## src/line_driver_enable_cfg.svh

```systemverilog
`ifndef LINE_DRIVER_ENABLE_CFG_SVH
`define LINE_DRIVER_ENABLE_CFG_SVH

`define CHANNELS 12
`define CH_PER_REG 6
`define OFF_TX_LOW 8'h00
`define OFF_RX_LOW 8'h08
`define OFF_TX_HIGH 8'h80
`define OFF_RX_HIGH 8'h88
`define ENABLE_FIELD_MSB 5
`define REG_RESET 6'h00

`endif

```

## src/line_driver_enable_pkg.sv

```systemverilog
package line_driver_enable_pkg;
   typedef struct packed {
      logic [7:0] adr;
      logic we;
      logic [3:0] sel;
      logic [31:0] dat;
   } wb_req_t;

   typedef struct packed {
      logic [11:0] out;
      logic [11:0] oe_n;
   } line_pin_t;
endpackage

```

## src/pin_sync.sv

```systemverilog
`timescale 1ns/1ps
module pin_sync (
   input wire logic clk_i,
   input wire logic rst_i,
   input wire logic d_i,
   output logic q_o
);
   logic s1_reg;
   logic s2_reg;
   logic s3_reg;

   // Three stages, change accepted when last two agree
   always_ff @(posedge clk_i) begin
      if (rst_i) begin
         s1_reg <= 1'b0;
         s2_reg <= 1'b0;
         s3_reg <= 1'b0;
         q_o <= 1'b0;
      end else begin
         s1_reg <= d_i;
         s2_reg <= s1_reg;
         s3_reg <= s2_reg;
         if (s2_reg == s3_reg) begin
            q_o <= s3_reg;
         end
      end
   end
endmodule // pin_sync

```

## src/line_driver_enable_regs.sv

```systemverilog
// The Wishbone slave port is this design's own decision.
`timescale 1ns/1ps
`include "line_driver_enable_cfg.svh"
module line_driver_enable_regs (
   input wire logic clk_i,
   input wire logic rst_i,
   input wire logic [7:0] adr_i,
   input wire logic [31:0] dat_i,
   output logic [31:0] dat_o,
   input wire logic we_i,
   input wire logic [3:0] sel_i,
   input wire logic cyc_i,
   input wire logic stb_i,
   output logic ack_o,
   input wire logic transmit_section_on_i,
   input wire logic [11:0] tx_data_pos_i,
   input wire logic [11:0] tx_data_neg_i,
   output logic [11:0] tx_line_pos_pin_o,
   output logic [11:0] tx_line_neg_pin_o,
   output logic [11:0] tx_line_oe_n_o,
   output logic [11:0] rx_line_term_oe_n_o,
   output logic [11:0] receive_section_on_o
);
   logic [5:0] tx_low_reg;
   logic [5:0] rx_low_reg;
   logic [5:0] tx_high_reg;
   logic [5:0] rx_high_reg;
   logic master_on;
   logic [11:0] tx_enable;
   logic [11:0] rx_enable;
   logic req;
   logic wr;
   logic [5:0] rdata;
   logic [5:0] wr_field;
   logic hit_tx_low;
   logic hit_rx_low;
   logic hit_tx_high;
   logic hit_rx_high;
   line_driver_enable_pkg::wb_req_t bus_req;
   line_driver_enable_pkg::line_pin_t tx_pos_next;
   line_driver_enable_pkg::line_pin_t tx_neg_next;
   line_driver_enable_pkg::line_pin_t rx_next;

   pin_sync pin_sync_inst (
      .clk_i(clk_i),
      .rst_i(rst_i),
      .d_i(transmit_section_on_i),
      .q_o(master_on)
   );

   // Bus request carrier
   always_comb begin
      bus_req.adr = adr_i;
      bus_req.we = we_i;
      bus_req.sel = sel_i;
      bus_req.dat = dat_i;
   end

   assign req = cyc_i && stb_i && !ack_o;
   assign wr = req && bus_req.we && bus_req.sel[0];
   assign wr_field = bus_req.dat[`ENABLE_FIELD_MSB:0];

   always_comb begin
      hit_tx_low = 1'b0;
      hit_rx_low = 1'b0;
      hit_tx_high = 1'b0;
      hit_rx_high = 1'b0;
      if (bus_req.adr == `OFF_TX_LOW) begin
         hit_tx_low = 1'b1;
      end else if (bus_req.adr == `OFF_RX_LOW) begin
         hit_rx_low = 1'b1;
      end else if (bus_req.adr == `OFF_TX_HIGH) begin
         hit_tx_high = 1'b1;
      end else if (bus_req.adr == `OFF_RX_HIGH) begin
         hit_rx_high = 1'b1;
      end
   end

   // One-cycle ack per request
   always_ff @(posedge clk_i) begin
      if (rst_i) begin
         ack_o <= 1'b0;
      end else begin
         ack_o <= req;
      end
   end

   always_ff @(posedge clk_i) begin
      if (rst_i) begin
         tx_low_reg <= `REG_RESET;
      end else if (wr && hit_tx_low) begin
         tx_low_reg <= wr_field;
      end
   end

   always_ff @(posedge clk_i) begin
      if (rst_i) begin
         rx_low_reg <= `REG_RESET;
      end else if (wr && hit_rx_low) begin
         rx_low_reg <= wr_field;
      end
   end

   always_ff @(posedge clk_i) begin
      if (rst_i) begin
         tx_high_reg <= `REG_RESET;
      end else if (wr && hit_tx_high) begin
         tx_high_reg <= wr_field;
      end
   end

   always_ff @(posedge clk_i) begin
      if (rst_i) begin
         rx_high_reg <= `REG_RESET;
      end else if (wr && hit_rx_high) begin
         rx_high_reg <= wr_field;
      end
   end

   always_comb begin
      if (hit_tx_low) begin
         rdata = tx_low_reg;
      end else if (hit_rx_low) begin
         rdata = rx_low_reg;
      end else if (hit_tx_high) begin
         rdata = tx_high_reg;
      end else if (hit_rx_high) begin
         rdata = rx_high_reg;
      end else begin
         rdata = 6'h00;
      end
   end

   always_ff @(posedge clk_i) begin
      if (rst_i) begin
         dat_o <= 32'h00000000;
      end else if (req && !bus_req.we) begin
         dat_o <= {26'h0000000, rdata};
      end
   end

   assign tx_enable = {tx_high_reg, tx_low_reg} & {12{master_on}};
   assign rx_enable = {rx_high_reg, rx_low_reg};

   always_comb begin
      tx_pos_next.out = tx_data_pos_i & tx_enable;
      tx_pos_next.oe_n = ~tx_enable;
      tx_neg_next.out = tx_data_neg_i & tx_enable;
      tx_neg_next.oe_n = ~tx_enable;
   end

   always_comb begin
      rx_next.out = rx_enable;
      rx_next.oe_n = ~rx_enable;
   end

   always_ff @(posedge clk_i) begin
      if (rst_i) begin
         tx_line_pos_pin_o <= 12'h000;
      end else begin
         tx_line_pos_pin_o <= tx_pos_next.out;
      end
   end

   always_ff @(posedge clk_i) begin
      if (rst_i) begin
         tx_line_neg_pin_o <= 12'h000;
      end else begin
         tx_line_neg_pin_o <= tx_neg_next.out;
      end
   end

   always_ff @(posedge clk_i) begin
      if (rst_i) begin
         tx_line_oe_n_o <= 12'hfff;
      end else begin
         tx_line_oe_n_o <= tx_pos_next.oe_n & tx_neg_next.oe_n;
      end
   end

   always_ff @(posedge clk_i) begin
      if (rst_i) begin
         receive_section_on_o <= 12'h000;
      end else begin
         receive_section_on_o <= rx_next.out;
      end
   end

   always_ff @(posedge clk_i) begin
      if (rst_i) begin
         rx_line_term_oe_n_o <= 12'hfff;
      end else begin
         rx_line_term_oe_n_o <= rx_next.oe_n;
      end
   end
endmodule // line_driver_enable_regs

```

## config.mk

```make
export PLATFORM = sky130hd
export DESIGN_NAME = line_driver_enable_regs
export DESIGN_NICKNAME = d
export VERILOG_FILES = /design/src/line_driver_enable_pkg.sv /design/src/pin_sync.sv /design/src/line_driver_enable_regs.sv
export VERILOG_INCLUDE_DIRS = /design/src
export SDC_FILE = /design/constraint.sdc
export NUM_CORES = 1
export LEC_CHECK = 0
export ABC_AREA = 1
export BUFFER_PORTS_ARGS = -buffer_cell sky130_fd_sc_hd__buf_4
export CAP_MARGIN = 20
export CORE_UTILIZATION = 41
export DETAILED_ROUTE_END_ITERATION = 7
export PLACE_DENSITY = 0.86
export REMOVE_ABC_BUFFERS = 1
export SLEW_MARGIN = 15
export SYNTH_ARGS = -nofsm -noshare
export SYNTH_HDL_FRONTEND = slang
export SYNTH_SLANG_ARGS = --single-unit
```

## constraint.sdc

```tcl
create_clock -name clk_i -period 1.3 [get_ports clk_i]
set_clock_uncertainty 0.1 [all_clocks]
set_input_delay 0.39 -clock clk_i [delete_from_list [all_inputs] [get_ports clk_i]]
set_output_delay 0.39 -clock clk_i [all_outputs]
set_load 0.05 [all_outputs]
```

== Yosys cells after proc, flatten, opt, wreduce, memory -nomap -nowiden ==
Index checks and enable logic that the tools add are counted.

* Equal/unequal tests: 4
* Multiplexer cells: 14
* Bitwise gates (word level): 6
* Reduce and logical (&&, ||, !) cells: 12

{| class="wikitable"
|+ Operator list
! operator !! number
|-
| AND 12 bit || 4
|-
| two-way mux 6 bit || 4
|-
| NOT 12 bit || 2
|-
| equality test 8 bit, second input constant || 2
|-
| two-way mux 1 bit || 10
|-
| logical AND 1 bit || 9
|-
| equality test 8 x 4 -> 1 bit, second input constant || 1
|-
| zero test 8 bit || 1
|-
| zero test 1 bit || 2
|-
| equality test 1 bit || 1
|}

* Register bits: 95
* Output and inout bits: 93
* Word-level logic and storage cells: 51

== Longest topological paths before layout ==
* Word-level depth: 9
* Depth in mapped cells: 9

== By module ==
From an unflattened synthesis, not the netlist that was laid out.

* Cells, all modules: 399
* Area, all modules: 3,383.2 µm²

{| class="wikitable"
|+ By module, submodules not included
! module !! times used !! cells each !! area each (µm²)
|-
| line_driver_enable_regs || 1 || 386 || 3,261.9
|-
| pin_sync || 1 || 13 || 121.4
|}

== Worst setup path before layout ==
OpenSTA, ideal clock, no wires.

* Path kind: register -> register
* Start: register ack_o
* End: register tx_low_reg[1]
* Arrival: 1,322 ps
* Data required time: 1,081 ps
* Setup slack: -241 ps
* Cell stages (with the launch flop): 8
* Path buffers: 1
* Clock period less this slack: 1,541 ps
* Cell sequence: dfxtp_1 nor2_2 nand3_1 inv_2 nand2_2 buf_6 o21ai_0 a21oi_1

* Cells in the longest elaborated chain, start to end: 5

{| class="wikitable"
|+ Ends and longest elaborated chain
! item !! RTL line !! source
|-
| from (decl) || line_driver_enable_regs.sv:14 || <nowiki>output logic ack_o,</nowiki>
|-
| from (signal assigned) || line_driver_enable_regs.sv:84 || <nowiki>ack_o <= req;</nowiki>
|-
| zero test 1 bit || line_driver_enable_regs.sv:59 || <nowiki>assign req = cyc_i && stb_i && !ack_o;</nowiki>
|-
| logical AND 1 bit || line_driver_enable_regs.sv:59 ||
|-
| logical AND 1 bit (2 in a row) || line_driver_enable_regs.sv:60 || <nowiki>assign wr = req && bus_req.we && bus_req.sel[0];</nowiki>
|-
| logical AND 1 bit || line_driver_enable_regs.sv:91 || <nowiki>end else if (wr && hit_tx_low) begin</nowiki>
|-
| to (signal assigned) || line_driver_enable_regs.sv:90 || <nowiki>tx_low_reg <= `REG_RESET;</nowiki>
|-
| to (signal assigned) || line_driver_enable_regs.sv:92 || <nowiki>tx_low_reg <= wr_field;</nowiki>
|-
| to (decl) || line_driver_enable_regs.sv:24 || <nowiki>logic [5:0] tx_low_reg;</nowiki>
|}

Every way passes these cells.
A chain may end at the register's enable or synchronous reset.

== Worst setup path after layout ==
* Start: register ack_o
* End: output port ack_o

No word-level cell between the ends.

==> results.txt <==
Proportion of synthesized chip area in sequential cells: 57.2%
Overall Global Routing Usage: 20.2%
Post-synthesis mux area share: 0%
Post-Synth Adder-Cell Area: 0%
Post-synth top cells: 95 x sky130_fd_sc_hd__dfxtp_1, 61 x sky130_fd_sc_hd__inv_1, 57 x sky130_fd_sc_hd__nand2_1, 57 x sky130_fd_sc_hd__nor2_1
Dominant combinational cell family by area after synthesis: simple AND/OR/NAND/NOR gates
Largest driver fanout on the critical path: 2
Area growth, synth to finish: 53.7%
XOR/XNOR Fraction of Synth Area: 0%
Type of the tightest min-delay check: in2reg
Number of DRC violations after detailed routing: 0
Overall die width: 92.1 µm
Wire length on met1: 3180 µm
Clk pin slew, worst setup/hold paths: 0.09 ns
Share of layout cells above drive strength 1: 44.3%
Floorplan die area: 0.00848 mm²
Number of buffers inserted for hold repair after clock tree synthesis: 0
Die Ht: 92.1 µm
Number of distinct library cells after synthesis: 21
Antenna viol nets, final: 0
Largest area contributor in the netlist: sky130_fd_sc_hd__dfxtp_1
Area fraction in compound gates after synthesis: 7.67%
Worst setup slack before clock tree synthesis: -0.364 ns
Kind of start point of the critical path: flip-flop
Share of synthesized flip-flops with an asynchronous set or reset: 0%
Arr. time, crit path: 0.96 ns
Worst Setup End Kind: output pin
Wire length of the first global-routing pass: 13100 µm
Status: finished with violations
Critical path buffers and inverters: 2
Placeable core region: 0.00777 mm²
Top area cells in the synthesized netlist: sky130_fd_sc_hd__dfxtp_1 57%, sky130_fd_sc_hd__inv_1 6.9%, sky130_fd_sc_hd__nand2_1 6.4%, sky130_fd_sc_hd__nor2_1 6.4%, sky130_fd_sc_hd__buf_4 6.1%
Final Hold Slack: 0.128 ns
EDFF count, synth: 0
FMAX: 689 MHz
Post-Synth Simple-Gate Area: 20.2%
DR iter-0 viols: 127
Clock sink count: 95
Max Cap Viol: 0
Count of pins over their slew limit: 0
Final clock period utilization by the worst path: 112%
Failing checks: negative setup slack
Required time reported for the critical path endpoint: 0.81 ns
Maximum clock insertion buffer count: 2
Number of input and output port buffers inserted: 111
Post-DP HPWL: 5890 µm
GP Congestion: 0.851
Library cell with the highest instance count after synthesis: sky130_fd_sc_hd__dfxtp_1
Pin count of the biggest net entering global routing: 16
Mean number of vias per cell: 4.40
TritonCTS clock tree: yes
Leakage power of the design: 2.44 nW
Max layer used: met4
Power density cells: 1060 mW/mm²
Synth Warn #: 0
Final setup vio count: 80
Portion of synthesized cell area occupied by the leading cell type: 57.2%
Count of nets after finishing: 609
Mapped Cells: 396
Number of levels the H-tree was split into: 3
Number of antenna repair diodes: 0
CTS root buf: sky130_fd_sc_hd__clkbuf_8
Dominant synthesized flop cell: sky130_fd_sc_hd__dfxtp_1
Total power after layout: 5.43 mW
Post-route minimum period: 1.45 ns
Starting density of the core: 42.8%
Final Routed Wirelength: 8210 µm
Total length of routed met2 wires: 4230 µm
Post-synthesis instance area: 0.00333 mm²
Total number of vias: 2828
Number of I/O pins: 167
Unrepaired setup endpoints after global routing: true
Insertion delay of the later-clocked pin in the worst-skew pair: 0.36 ns
Drt wl/cell: 12.8 µm
Initial antenna violation count: 0
Final Hold Vio Count: 0
Number of core rows: 32
Number of synthesized register bits: 95
Setup Crit Path Kind: reg2out
Cts bufs inserted: 9
Synthesized area divided by synthesized cell count: 8.40 µm²
Summed area of non-filler cells in the final layout: 0.00511 mm²
VDD IR-drop max: 0.633 mV
Global-route congestion overflow total: 0
Wire length on met3: 567 µm
Stage delay of the slowest cell on the critical path: 0.35 ns
Cell Chain, Critical Path: buf_6, buf_8
Worst path setup slack after routing: -0.150 ns
Number of global-route vias before repair: 2890
Dominant delay contributor by cell family on the critical path: flip-flops
First drt pass iteration count: 4
Post-Place Cell Area: 0.00434 mm²
Critical-path top delay cell: sky130_fd_sc_hd__dfxtp_2
==> worst register-to-register path, stage by stage, from the launching register on <==
cell and delay, ns:
sky130_fd_sc_hd__dfxtp_2 0.35, sky130_fd_sc_hd__nor2_2 0.15, sky130_fd_sc_hd__inv_1 0.07, sky130_fd_sc_hd__or2_4 0.27, sky130_fd_sc_hd__a21oi_2 0.13, sky130_fd_sc_hd__o21ai_0 0.12
sky130_fd_sc_hd__a21oi_1 0.14
==> final timing paths <==
kind | cells past startpoint | slack (ns) | endpoint | startpoint
max reg2reg | 6 | -0.09 | dat_o[5]$_SDFFE_PP0P_ | ack_o$_SDFF_PP0_
min reg2reg | 2 | 0.33 | pin_sync_inst.s2_reg$_SDFF_PP0_ | pin_sync_inst.s1_reg$_SDFF_PP0_
max | 2 | -0.15 | ack_o | ack_o$_SDFF_PP0_
min | 3 | 0.13 | pin_sync_inst.s1_reg$_SDFF_PP0_ | transmit_section_on_i
==> power by group <==
part           internal, mW  total (mW)  switching [mW]
Sequential             2.91        2.91         0.00315
Combinational         0.145       0.445           0.301
Clock                  1.08        2.08           0.992
==> cell families (layout without fill, tap and decap cells) <==
family,count (synthesis),after routing
AND/OR/NAND/NOR,150,150
buffers and inverters,99,218
flip-flops,95,95
AO/OA/AOI/OAI,51,51
other,1,26
==> per-stage QoR <==
| stage | TNS, ns | utilization (%) | instances |
|---|---|---|---|
| 2_1_floorplan | -4.77 | - | 385 |
| 3_3_place_gp | -7.05 | 55.8 | 623 |
| 3_5_place_dp | -8.27 | 55.8 | 623 |
| 4_1_cts | -3.41 | 64.6 | 640 |
| 5_1_grt | -7.07 | 65.8 | 642 |
| 6_report | -3.09 | 65.8 | 642 |
==> repair_timing <==
| action | 4_1_cts | 5_1_grt |
|---|---|---|
| buffers inserted | 1 | 2 |
| resized for setup | 170 | 29 |
| hold endpoints to repair | 0 | 0 |
| endpoints found under the setup margin | 92 | 96 |
==> area by class of cell <==
cell class | instances | area (µm²)
Clock buffer | 11 | 131
Clock inverter | 5 | 82.6
Tap cell | 102 | 128
Inverter | 63 | 244
Sequential cell | 95 | 1990
Timing Repair Buffer | 139 | 1490
Fill cell | 633 | 2660
Multi-Input combinational cell | 227 | 1050
==> placed cells by master, fill, tap and decap left out <==
cell	n
sky130_fd_sc_hd__clkbuf_8	9
sky130_fd_sc_hd__nand2_4	2
sky130_fd_sc_hd__clkinvlp_4	3
sky130_fd_sc_hd__conb_1	26
sky130_fd_sc_hd__nor2_2	1
sky130_fd_sc_hd__dfxtp_2	67
sky130_fd_sc_hd__o21ai_0	12
sky130_fd_sc_hd__buf_12	2
sky130_fd_sc_hd__nor2_1	57
sky130_fd_sc_hd__or2_4	1
sky130_fd_sc_hd__nor2_4	6
sky130_fd_sc_hd__buf_4	69
sky130_fd_sc_hd__dfxtp_1	28
sky130_fd_sc_hd__a21oi_1	25
sky130_fd_sc_hd__nand3_1	23
sky130_fd_sc_hd__inv_2	1
sky130_fd_sc_hd__clkbuf_1	2
sky130_fd_sc_hd__buf_6	23
sky130_fd_sc_hd__nand2_2	1
sky130_fd_sc_hd__clkinv_4	1
sky130_fd_sc_hd__bufinv_16	2
sky130_fd_sc_hd__inv_1	60
sky130_fd_sc_hd__o21ai_1	12
sky130_fd_sc_hd__nand3_2	2
sky130_fd_sc_hd__a21oi_2	2
sky130_fd_sc_hd__nand2_1	56
sky130_fd_sc_hd__nand3_4	1
sky130_fd_sc_hd__inv_4	1
sky130_fd_sc_hd__buf_8	45
==> routing by layer <==
| metal | GRT usage [%] | up-vias |
|---|---|---|
| li1 | - | 1427 |
| met1 | 21.8 | 1254 |
| met2 | 36.6 | 125 |
| met3 | 4.23 | 22 |
| met4 | 11.1 | 0 |
| met5 | 0 | - |
Power figures use the tool's default switching activity.
